==> config.mk <==
export PLATFORM = sky130hd
export DESIGN_NAME = sser_top
export DESIGN_NICKNAME = d
export VERILOG_FILES = /design/src/logic/sser_pkg.sv /design/src/logic/sser_top.sv
export SDC_FILE = /design/constraint.sdc
export NUM_CORES = 1
export LEC_CHECK = 0
export BUFFER_PORTS_ARGS = -buffer_cell sky130_fd_sc_hd__buf_2
export CAP_MARGIN = 20
export CORE_MARGIN = 3
export CORE_UTILIZATION = 57
export CTS_BUF_LIST = sky130_fd_sc_hd__clkbuf_16
export DETAILED_ROUTE_END_ITERATION = 16
export PLACE_DENSITY_LB_ADDON = 0.3
export SLEW_MARGIN = 20
export SYNTH_ARGS = -nofsm -noshare
export SYNTH_HDL_FRONTEND = slang
export SYNTH_SLANG_ARGS = --single-unit
==> constraint.sdc <==
create_clock -name REF_CLK -period 1.6 [get_ports REF_CLK]
set_input_delay 0.08 -clock REF_CLK [delete_from_list [all_inputs] [get_ports REF_CLK]]
set_output_delay 0.08 -clock REF_CLK [all_outputs]
set_load 0.1 [all_outputs]
==> src/logic/sser_pkg.sv <==
// Constants shared by the status and event reporting block.
package sser_pkg;
    // Width of every status register.
    localparam int REG_W = 16;

    // Command codes presented on the command port.
    localparam logic [3:0] CMD_OPER_COND = 4'h0;
    localparam logic [3:0] CMD_OPER_ENAB = 4'h1;
    localparam logic [3:0] CMD_OPER_ENRD = 4'h2;
    localparam logic [3:0] CMD_OPER_EVEN = 4'h3;
    localparam logic [3:0] CMD_PRESET    = 4'h4;
    localparam logic [3:0] CMD_QUES_COND = 4'h5;
    localparam logic [3:0] CMD_QUES_ENAB = 4'h6;
    localparam logic [3:0] CMD_QUES_ENRD = 4'h7;
    localparam logic [3:0] CMD_QUES_EVEN = 4'h8;

    // Operation register bit positions.
    localparam int OP_SETTLING   = 1;
    localparam int OP_TRIG_WAIT  = 5;
    localparam int OP_TRAN_ARMED = 6;
    localparam int OP_CONST_VOLT = 8;
    localparam int OP_TRAN_DONE  = 9;
    localparam int OP_CONST_CURR = 10;
    localparam int OP_SAMPLE     = 11;
    localparam int OP_LIST_DONE  = 12;
    localparam int OP_LIST_RUN   = 14;

    // Questionable register bit positions.
    localparam int QU_VMODE_ERR  = 0;
    localparam int QU_CMODE_ERR  = 1;
    localparam int QU_BIT3       = 3;
    localparam int QU_BIT6       = 6;
    localparam int QU_VOLT_ERR   = 12;
    localparam int QU_CURR_ERR   = 13;
    localparam int QU_SINK       = 14;

    // Bits that carry a condition; all others read as zero.
    localparam logic [15:0] OPER_USED_MASK = 16'h5F62;
    localparam logic [15:0] QUES_USED_MASK = 16'h704B;
    // Only these questionable bits are latched as events.
    localparam logic [15:0] QUES_LATCH_MASK = 16'h3000;

    // Reset and preset values of the enable masks.
    localparam logic [15:0] OPER_ENAB_RST = 16'h0000;
    localparam logic [15:0] QUES_ENAB_RST = 16'h0000;
    localparam logic [15:0] OPER_PRESET   = 16'h2001;
    localparam logic [15:0] QUES_PRESET   = 16'h00FF;

    // Summary bit positions in the status byte.
    localparam int STB_QUES_BIT = 3;
    localparam int STB_OPER_BIT = 7;
endpackage

==> src/logic/sser_top.sv <==
// Status condition, event and enable registers with status byte summaries.
// Notes on behaviour
// - Operation condition follows live state, unlatched.
// - Constant voltage bit 8, constant current 10.
// - Trigger wait 5, armed 6, transient done 9.
// - Sample 11, settling 1, list 12/14; rest zero.
// - Status bit 7 ORs enabled operation events.
// - Operation enable mask written and read back.
// - Operation events stay latched until read.
// - Reading operation events returns then clears them.
// - Preset loads enables 8193 and 255.
// - Only questionable bits 13, 12 are latched.
// - Questionable bits 0, 1 never latched.
// - Reading questionable events returns then clears them.
// - Questionable condition shows live state.
// - Questionable bits 0 and 1 may coexist.
// - Questionable bit map 0,1,3,6,12,13,14.
// - Status bit 3 ORs enabled questionable events.
`timescale 1ns/1ps
`default_nettype none
module sser_top (
    input  wire logic        REF_CLK,                 // Device clock, 40 MHz.
    input  wire logic        NRST,                    // Async reset, low.
    input  wire logic        CMD_VALID,               // Command strobe.
    input  wire logic [3:0]  CMD_CODE,                // Command code.
    input  wire logic [15:0] CMD_DATA,                // Write value.
    input  wire logic        SETTLING_FLAG,           // Output settling.
    input  wire logic        TRIGGER_WAIT_FLAG,       // Waiting for trigger.
    input  wire logic        TRANSIENT_ARMED_FLAG,    // Transient armed.
    input  wire logic        CONST_VOLT_FLAG,         // Constant voltage.
    input  wire logic        TRANSIENT_DONE_FLAG,     // Transient complete.
    input  wire logic        CONST_CURR_FLAG,         // Constant current.
    input  wire logic        SAMPLE_DONE_FLAG,        // Sample complete.
    input  wire logic        LIST_DONE_FLAG,          // List complete.
    input  wire logic        LIST_RUNNING_FLAG,       // List running.
    input  wire logic        VOLTAGE_MODE_ERROR_FLAG, // Voltage mode error.
    input  wire logic        CURRENT_MODE_ERROR_FLAG, // Current mode error.
    input  wire logic        QUESTIONABLE_BIT3_FLAG,  // Extra error flag.
    input  wire logic        QUESTIONABLE_BIT6_FLAG,  // Extra error flag.
    input  wire logic        VOLTAGE_ERROR_FLAG,      // Voltage error.
    input  wire logic        CURRENT_ERROR_FLAG,      // Current error.
    input  wire logic        SINK_FLAG,               // Sinking power.
    output logic             RESP_VALID,              // Query answer strobe.
    output logic      [15:0] RESP_DATA,               // Query answer value.
    output logic      [7:0]  STATUS_BYTE              // Summary bits 7 and 3.
);

    // Rising edges of a condition, limited to the bits that may latch.
    function automatic logic [15:0] rise_of(input logic [15:0] cur,
                                            input logic [15:0] prev,
                                            input logic [15:0] keep);
        rise_of = cur & ~prev & keep;
    endfunction

    logic [15:0] oper_raw;      // Operation flags placed at their bits.
    logic [15:0] ques_raw;      // Questionable flags placed at their bits.
    logic [15:0] oper_s1_r;     // First synchroniser stage.
    logic [15:0] oper_s2_r;     // Second synchroniser stage.
    logic [15:0] ques_s1_r;     // First synchroniser stage.
    logic [15:0] ques_s2_r;     // Second synchroniser stage.
    logic [15:0] oper_cond_r;   // Operation condition register.
    logic [15:0] ques_cond_r;   // Questionable condition register.
    logic [15:0] oper_en_r;     // Operation enable mask.
    logic [15:0] ques_en_r;     // Questionable enable mask.
    logic [15:0] oper_ev_r;     // Operation event latch.
    logic [15:0] ques_ev_r;     // Questionable event latch.
    logic [15:0] oper_en_nxt;   // Next operation enable mask.
    logic [15:0] ques_en_nxt;   // Next questionable enable mask.
    logic [15:0] oper_ev_nxt;   // Next operation event latch.
    logic [15:0] ques_ev_nxt;   // Next questionable event latch.
    logic [15:0] oper_rise;     // New operation events this cycle.
    logic [15:0] ques_rise;     // New questionable events this cycle.
    logic [15:0] resp_nxt;      // Answer value for the present query.
    logic        resp_valid_nxt; // Present command is a query.
    logic [7:0]  stb_nxt;       // Next status byte.
    logic        cmd_oper_rd;   // Clearing read of operation events.
    logic        cmd_ques_rd;   // Clearing read of questionable events.
    logic        cmd_preset;    // Status preset command.
    logic        cmd_oper_wr;   // Operation enable write.
    logic        cmd_ques_wr;   // Questionable enable write.

    // Flags mapped onto their register bits; unused bits are tied low.
    assign oper_raw = {1'h0, LIST_RUNNING_FLAG, 1'h0,
                       LIST_DONE_FLAG, SAMPLE_DONE_FLAG,
                       CONST_CURR_FLAG, TRANSIENT_DONE_FLAG,
                       CONST_VOLT_FLAG, 1'h0,
                       TRANSIENT_ARMED_FLAG, TRIGGER_WAIT_FLAG,
                       3'h0, SETTLING_FLAG, 1'h0};
    // Bits 0 and 1 may both be high while the output settles.
    assign ques_raw = {1'h0, SINK_FLAG, CURRENT_ERROR_FLAG,
                       VOLTAGE_ERROR_FLAG, 5'h00,
                       QUESTIONABLE_BIT6_FLAG, 2'h0,
                       QUESTIONABLE_BIT3_FLAG, 1'h0,
                       CURRENT_MODE_ERROR_FLAG,
                       VOLTAGE_MODE_ERROR_FLAG};

    // Command decode.
    assign cmd_oper_rd = CMD_VALID && (CMD_CODE == sser_pkg::CMD_OPER_EVEN);
    assign cmd_ques_rd = CMD_VALID && (CMD_CODE == sser_pkg::CMD_QUES_EVEN);
    assign cmd_preset  = CMD_VALID && (CMD_CODE == sser_pkg::CMD_PRESET);
    assign cmd_oper_wr = CMD_VALID && (CMD_CODE == sser_pkg::CMD_OPER_ENAB);
    assign cmd_ques_wr = CMD_VALID && (CMD_CODE == sser_pkg::CMD_QUES_ENAB);

    // New events are the rising edges of the synchronised conditions.
    // The condition register serves as the previous value, so an event
    // and its condition bit become visible on the same edge.
    assign oper_rise = rise_of(oper_s2_r, oper_cond_r,
                               sser_pkg::OPER_USED_MASK);
    // Bits 0 and 1 are not in the latch mask, so they never latch.
    assign ques_rise = rise_of(ques_s2_r, ques_cond_r,
                               sser_pkg::QUES_LATCH_MASK);

    // A clearing read empties the latch, but an event of the same cycle
    // is ORed in afterwards so it is reported on the next read.
    assign oper_ev_nxt = (cmd_oper_rd ? 16'h0000 : oper_ev_r)
                         | oper_rise;
    assign ques_ev_nxt = (cmd_ques_rd ? 16'h0000 : ques_ev_r)
                         | ques_rise;

    // Enable masks: preset is tested first; the two never coincide.
    assign oper_en_nxt = cmd_preset  ? sser_pkg::OPER_PRESET :
                         cmd_oper_wr ? CMD_DATA : oper_en_r;
    assign ques_en_nxt = cmd_preset  ? sser_pkg::QUES_PRESET :
                         cmd_ques_wr ? CMD_DATA : ques_en_r;

    // Summaries are built from the next values so that the byte and the
    // registers it summarises always change on the same edge.
    always_comb begin
        stb_nxt = 8'h00;
        stb_nxt[sser_pkg::STB_OPER_BIT] = |(oper_ev_nxt & oper_en_nxt);
        stb_nxt[sser_pkg::STB_QUES_BIT] = |(ques_ev_nxt & ques_en_nxt);
    end

    // Query answer selection; the event reads return the value before
    // the clear.
    always_comb begin
        resp_valid_nxt = CMD_VALID;
        case (CMD_CODE)
            sser_pkg::CMD_OPER_COND: resp_nxt = oper_cond_r;
            sser_pkg::CMD_OPER_ENRD: resp_nxt = oper_en_r;
            sser_pkg::CMD_OPER_EVEN: resp_nxt = oper_ev_r;
            sser_pkg::CMD_QUES_COND: resp_nxt = ques_cond_r;
            sser_pkg::CMD_QUES_ENRD: resp_nxt = ques_en_r;
            sser_pkg::CMD_QUES_EVEN: resp_nxt = ques_ev_r;
            default: begin
                // Writes and preset give no answer.
                resp_nxt = 16'h0000;
                resp_valid_nxt = 1'h0;
            end
        endcase
    end

    // Condition inputs are asynchronous pins, so two stages precede use.
    // Only the second stage is read, as the first may still be settling.
    always_ff @(posedge REF_CLK or negedge NRST) begin
        if (!NRST) begin
            oper_s1_r <= 16'h0000;
            oper_s2_r <= 16'h0000;
            ques_s1_r <= 16'h0000;
            ques_s2_r <= 16'h0000;
        end else begin
            oper_s1_r <= oper_raw;
            oper_s2_r <= oper_s1_r;
            ques_s1_r <= ques_raw;
            ques_s2_r <= ques_s1_r;
        end
    end

    // Condition registers track live state with no latching.
    always_ff @(posedge REF_CLK or negedge NRST) begin
        if (!NRST) begin
            oper_cond_r <= 16'h0000;
            ques_cond_r <= 16'h0000;
        end else begin
            oper_cond_r <= oper_s2_r & sser_pkg::OPER_USED_MASK;
            ques_cond_r <= ques_s2_r & sser_pkg::QUES_USED_MASK;
        end
    end

    // Enable masks and event latches.
    always_ff @(posedge REF_CLK or negedge NRST) begin
        if (!NRST) begin
            oper_en_r <= sser_pkg::OPER_ENAB_RST;
            ques_en_r <= sser_pkg::QUES_ENAB_RST;
            oper_ev_r <= 16'h0000;
            ques_ev_r <= 16'h0000;
        end else begin
            oper_en_r <= oper_en_nxt;
            ques_en_r <= ques_en_nxt;
            oper_ev_r <= oper_ev_nxt;
            ques_ev_r <= ques_ev_nxt;
        end
    end

    // Output registers: answers appear one edge after the command.
    // The answer value is kept between commands, so a host that is slow
    // to look still finds it after the one-cycle strobe has gone.
    always_ff @(posedge REF_CLK or negedge NRST) begin
        if (!NRST) begin
            RESP_VALID  <= 1'h0;
            RESP_DATA   <= 16'h0000;
            STATUS_BYTE <= 8'h00;
        end else begin
            RESP_VALID  <= resp_valid_nxt;
            STATUS_BYTE <= stb_nxt;
            if (CMD_VALID) begin
                RESP_DATA <= resp_nxt;
            end
        end
    end
endmodule
`default_nettype wire

=== After elaboration in Yosys (flattened, before gate mapping) ===
Cells that the tools add are included.
Widths: inputs -> output; s select.

* Register bits after elaboration: 131
* Output and inout bits: 25
* Logic and storage cells: 46

* Equal/unequal tests: 8
* Multiplexer cells: 8
* Bitwise logic cells: 8
* Reductions and logical operators: 9

{| class="wikitable"
|+ Operators with widths
! kind !! number
|-
| $mux 16 || 6
|-
| $pmux 16 s6 || 1
|-
| $and 16x16->16 || 2
|-
| $reduce_or 16->1 || 2
|-
| $eq 4x3->1 const B || 4
|-
| $or 16x14->16 || 1
|-
| $or 16x15->16 || 1
|-
| $and 15x15->15 || 1
|-
| $not 15->15 || 1
|-
| $and 14x14->14 || 1
|-
| $not 14->14 || 1
|-
| $eq 4x2->1 const B || 2
|-
| $reduce_or 6->1 || 1
|-
| $logic_and 1x1->1 || 5
|-
| $eq 4x1->1 const B || 1
|-
| $eq 4x4->1 const B || 1
|-
| $logic_not 4->1 || 1
|-
| $mux 1 || 1
|}

=== Logic depth before layout (Yosys ltp) ===
* Depth after elaboration: 6
* Gate-level depth with buffers: 9

=== Worst setup path before layout ===
OpenSTA, ideal clock, no wires.

* Path kind: input to register
* From: input port CMD_CODE[0]
* To: register STATUS_BYTE[3]
* Data arrival time: 1557 ps
* Data required time: 1462 ps
* Setup slack: -95 ps
* Cell stages on the path: 8
* Buffers on the path: 2
* Cell sequence: buf_2 -> nor4b_4 -> nand2_1 -> clkbuf_1 -> nand2_1 -> o22ai_1 -> nor4_2 -> nand4_1

* Cells in the longest elaborated chain, start to end: 6
* Elaborated cells on any way between the ends: 12
* Those cells by class: eq/ne: 3; mux: 3; bitwise: 2; reduce/logical: 4

{| class="wikitable"
|+ Ends and longest elaborated chain
! item !! RTL line !! source
|-
| start, declared || sser_top.sv:25 || <nowiki>input wire logic [3:0] CMD_CODE,</nowiki>
|-
| $eq 4x4->1 / $eq 4x3->1 (equally long branches) || sser_top.sv:99, sser_top.sv:102 ||
|-
| $logic_and 1x1->1 (on tied branches) || sser_top.sv:99, sser_top.sv:102 ||
|-
| $mux 16 (on tied branches) || sser_top.sv:117, sser_top.sv:124 ||
|-
| $or 16x14->16 / $mux 16 (equally long branches) || sser_top.sv:118, sser_top.sv:123 ||
|-
| $and 16x16->16 * || sser_top.sv:131 || <nowiki>stb_nxt[sser_pkg::STB_QUES_BIT] = |(ques_ev_nxt & ques_en_nxt);</nowiki>
|-
| $reduce_or 16->1 * || sser_top.sv:131 ||
|-
| net stb_nxt[3] || sser_top.sv:75 || <nowiki>logic [7:0] stb_nxt;</nowiki>
|-
| end signal, assigned || sser_top.sv:205 || <nowiki>STATUS_BYTE <= stb_nxt;</nowiki>
|-
| end, declared || sser_top.sv:45 || <nowiki>output logic [7:0] STATUS_BYTE</nowiki>
|}

Mark *: on every way through the listed nets, which the timed path passes. The rest lies on a longest branch.
A chain may end at the register's enable or synchronous reset.

=== Worst setup path in the final report ===
* From: register oper_en_r[7]
* To: register STATUS_BYTE[7]

* Cells in the longest elaborated chain, start to end: 4

{| class="wikitable"
|+ Ends and longest elaborated chain
! item !! RTL line !! source
|-
| start, declared || sser_top.sv:63 || <nowiki>logic [15:0] oper_en_r;</nowiki>
|-
| start signal, assigned || sser_top.sv:183 || <nowiki>oper_en_r <= sser_pkg::OPER_ENAB_RST;</nowiki>
|-
| start signal, assigned || sser_top.sv:188 || <nowiki>oper_en_r <= oper_en_nxt;</nowiki>
|-
| $mux 16 || sser_top.sv:122 || <nowiki>cmd_oper_wr ? CMD_DATA : oper_en_r;</nowiki>
|-
| $mux 16 || sser_top.sv:121 || <nowiki>assign oper_en_nxt = cmd_preset ? sser_pkg::OPER_PRESET :</nowiki>
|-
| $and 16x16->16 || sser_top.sv:130 || <nowiki>stb_nxt[sser_pkg::STB_OPER_BIT] = |(oper_ev_nxt & oper_en_nxt);</nowiki>
|-
| $reduce_or 16->1 || sser_top.sv:130 ||
|-
| net stb_nxt[7] || sser_top.sv:75 ||
|}

The timed path passes the listed nets, and every way through them passes these cells.

==> out/metrics.json <==
{
  "run_status": {
    "outcome": "completed"
  },
  "timing": {
    "clock.fmax_mhz": 625.6,
    "actual_slew_at_the_worst_max_slew_pin_ns": 0.7397,
    "final.setup_skew_ns": 0.005756,
    "finalHoldViolations": 0,
    "rsz0062_at_grt": "yes",
    "timing.setup.tns_ns": 0,
    "layout_min_cycle_time_ns": 1.598,
    "holdWs_ns": 0.02211,
    "period_share": 0.9990,
    "setup_viol_count_final": 0,
    "finalWorstSetupSlack_ns": 0.001641,
    "maxSlewViolCount": 0,
    "relSlewSlack": 0.5058
  },
  "place": {
    "place_ws_ns": -0.5095,
    "buffer_ports.inserted": 57,
    "dp.final_hpwl_mm": 9.362,
    "replace_congestion": 0.9408
  },
  "synth": {
    "syn_inst": 424,
    "synth.lib_cells_used.distinct": 43,
    "synth_area_leaders": "dfrtp_1 (64%), a22o_1 (3.9%), nand2_1 (3.2%), and2_1 (2.7%), inv_1 (2.6%)",
    "synth.ff_latch_count": 131,
    "post_synth_instance_area_mm2": 0.005125,
    "synth_seq_area_share": 0.6396,
    "synth_flop_cell": "dfrtp_1",
    "synthesis.yosys.warnings": 0,
    "synth_edf_count": 0,
    "syn_avg_cell_area_um2": 12.09,
    "synth.top_cell.area_share": 0.6396,
    "synth_async_sr_flop_share": 1.000,
    "synth_area_leader_cell": "dfrtp_1"
  },
  "cells_and_area": {
    "final_cell_mix": "dfrtp_1 (131), buf_4 (57), buf_2 (56)",
    "antenna_cells_inserted": 0,
    "register_area_mm2": 0.003278,
    "layout-drive-gt1-share": 0.2798,
    "final_nets": 606,
    "layout.cells.most_common": "dfrtp_1",
    "post-route-util": 0.8035,
    "multiInputGateArea_mm2": 0.001634,
    "fillers": 513,
    "area_growth_syn_to_layout_pct": 32.71
  },
  "clock_network": {
    "clock_sinks": 131,
    "ctsHtreeMaxLevel": 4,
    "clock_tree.buffer_depth": 2,
    "cts-root-buf": "clkbuf_16",
    "path_clk_slew_ns": 0.06,
    "cts_tree": "built",
    "clk-insertion-delay-late_ns": 0.41,
    "numCtsBuffers": 17
  },
  "global_routing": {
    "grt.total_usage": 0.3038,
    "first_global_vias": 4275,
    "grt_antenna_before_repair": 0,
    "grt_start_max_net_pins": 85,
    "grt_pass1_wl_mm": 22.79,
    "grt_overflow_total": 0
  },
  "drt": {
    "drtPass1Iterations": 7,
    "num_vias": 4127,
    "dr.first_iter.drc_count": 464,
    "drt-wirelength-per-cell_um": 20.99,
    "routed_wirelength_mm": 14.36,
    "avgViaCountPerCell": 6.034,
    "antenna_left": 0,
    "route.detailed.drc": 0
  },
  "floorplan": {
    "dieWidth_um": 100.8,
    "rows": 33,
    "design.core.area_mm2": 0.008464,
    "die_area_mm2": 0.01016,
    "io_pins": 64,
    "initial_standard_cell_utilization_of_the_core": 0.6055,
    "chipHeight_um": 100.8
  },
  "setup_path": {
    "timing.critical_path.to_type": "flip-flop",
    "critical_path.startpoint_type": "flip-flop",
    "worst-path-max-fanout": 2,
    "worst-endpoint-required_ns": 1.87,
    "critPathKind": "flip-flop to flip-flop",
    "worst_ep_arrival_time_ns": 1.87
  },
  "flow_run": {
    "total_of_max_cap_violations": 0
  },
  "pwr": {
    "p_leak_nw": 3.349,
    "power_density_mw_per_mm2": 1234,
    "post-layout-total-power_mw": 8.392,
    "ir_worst_vdd_mv": 1.027
  },
  "worst_hold_path": {
    "hold_path_class": "primary input to async pin"
  }
}
through the flow:
stage                     instances  instance area, um2
final                           684                6802
after global routing            684                6802
after CTS                       684                6765
after detailed placement        624                5926
after global placement          624                5926
after floorplan                 429                5159
layer usage:
| metal | wire (um) | GRT usage | vias up |
|---|---|---|---|
| li1 | - | - | 1787 |
| met1 | 5533 | 0.3972 | 1998 |
| met2 | 6830 | 0.4638 | 295 |
| met3 | 1534 | 0.1107 | 47 |
| met4 | 456 | 0.1212 | 0 |
| met5 | 0 | 0 | - |
cell usage after synthesis, types with 7 or more instances:
master    number
clkbuf_1      13
a222oi_1       8
nand2_1       44
o22ai_1       12
inv_1         36
mux2i_1       12
nor2_1        11
a22o_1        23
a221oi_1       9
and2_1        22
o21ai_0       19
a22oi_1       14
dfrtp_1      131
buf_4          7
critical path: stages, from the launching register on:
cell	delay, ns
dfrtp_1	0.38
mux2i_1	0.21
and3b_1	0.23
a2111oi_4	0.36
buf_4	0.18
nand4_1	0.10
power breakdown:
group          internal (mW)  leakage (nW)  switching [mW]
clock                   2.11         0.250            1.44
sequential              3.57          1.59           0.156
combinational          0.422          1.51           0.698
total                   6.10          3.35            2.29
repair_timing:
action / 4_1_cts / 5_1_grt
setup endpoints to repair: 2 / 4
buffers inserted: 0 / 0
gates resized for setup: 3 / 6
hold buffers: 29 / 0
pin swaps: 1 / 0
gates cloned: 0 / 0
endpoints found under the hold margin: 161 / 0
sequential cells by signal, indices dropped and copies added (netlist names):
signal       cells
oper_s2_r        9
ques_s2_r        7
ques_en_r       16
ques_s1_r        7
RESP_DATA       16
ques_cond_r      7
ques_ev_r       16
RESP_VALID       1
oper_en_r       16
oper_cond_r      9
oper_s1_r        9
oper_ev_r       16
STATUS_BYTE      2
logic make-up (layout without fill, tap and decap cells):
kind of cell	count (synthesis)	count (layout)	synth area share
and+or+nand+nor	106	106	0.1162
buffers and inverters	64	214	0.05615
DFF	131	131	0.6396
AOI/OAI and AO/OA	108	108	0.1594
other	1	6	0.0007317
muxes	14	14	0.02783
worst paths after layout:
path,cells past startpoint,slack [ns],startpoint,endpoint
min in group REF_CLK,3,0.06,CMD_DATA[2],ques_en_r[2]
max in group asynchronous,3,0.95,NRST,oper_ev_r[0]
setup reg to reg,5,0.002,oper_en_r[7],STATUS_BYTE[7]
hold / removal,2,0.02,NRST,RESP_DATA[9]
setup / recovery,5,0.002,oper_en_r[7],STATUS_BYTE[7]
hold reg to reg,0,0.35,oper_s1_r[9],oper_s2_r[9]
area by class of cell:
type | instances | area share
clock inverter | 14 | 0.01692
tap | 105 | 0.01932
timing repair buffer | 146 | 0.1586
inverter | 37 | 0.02042
clock buffer | 17 | 0.06255
sequential | 131 | 0.4820
multi-input combinational | 234 | 0.2403
Power figures use the tool's default switching activity.
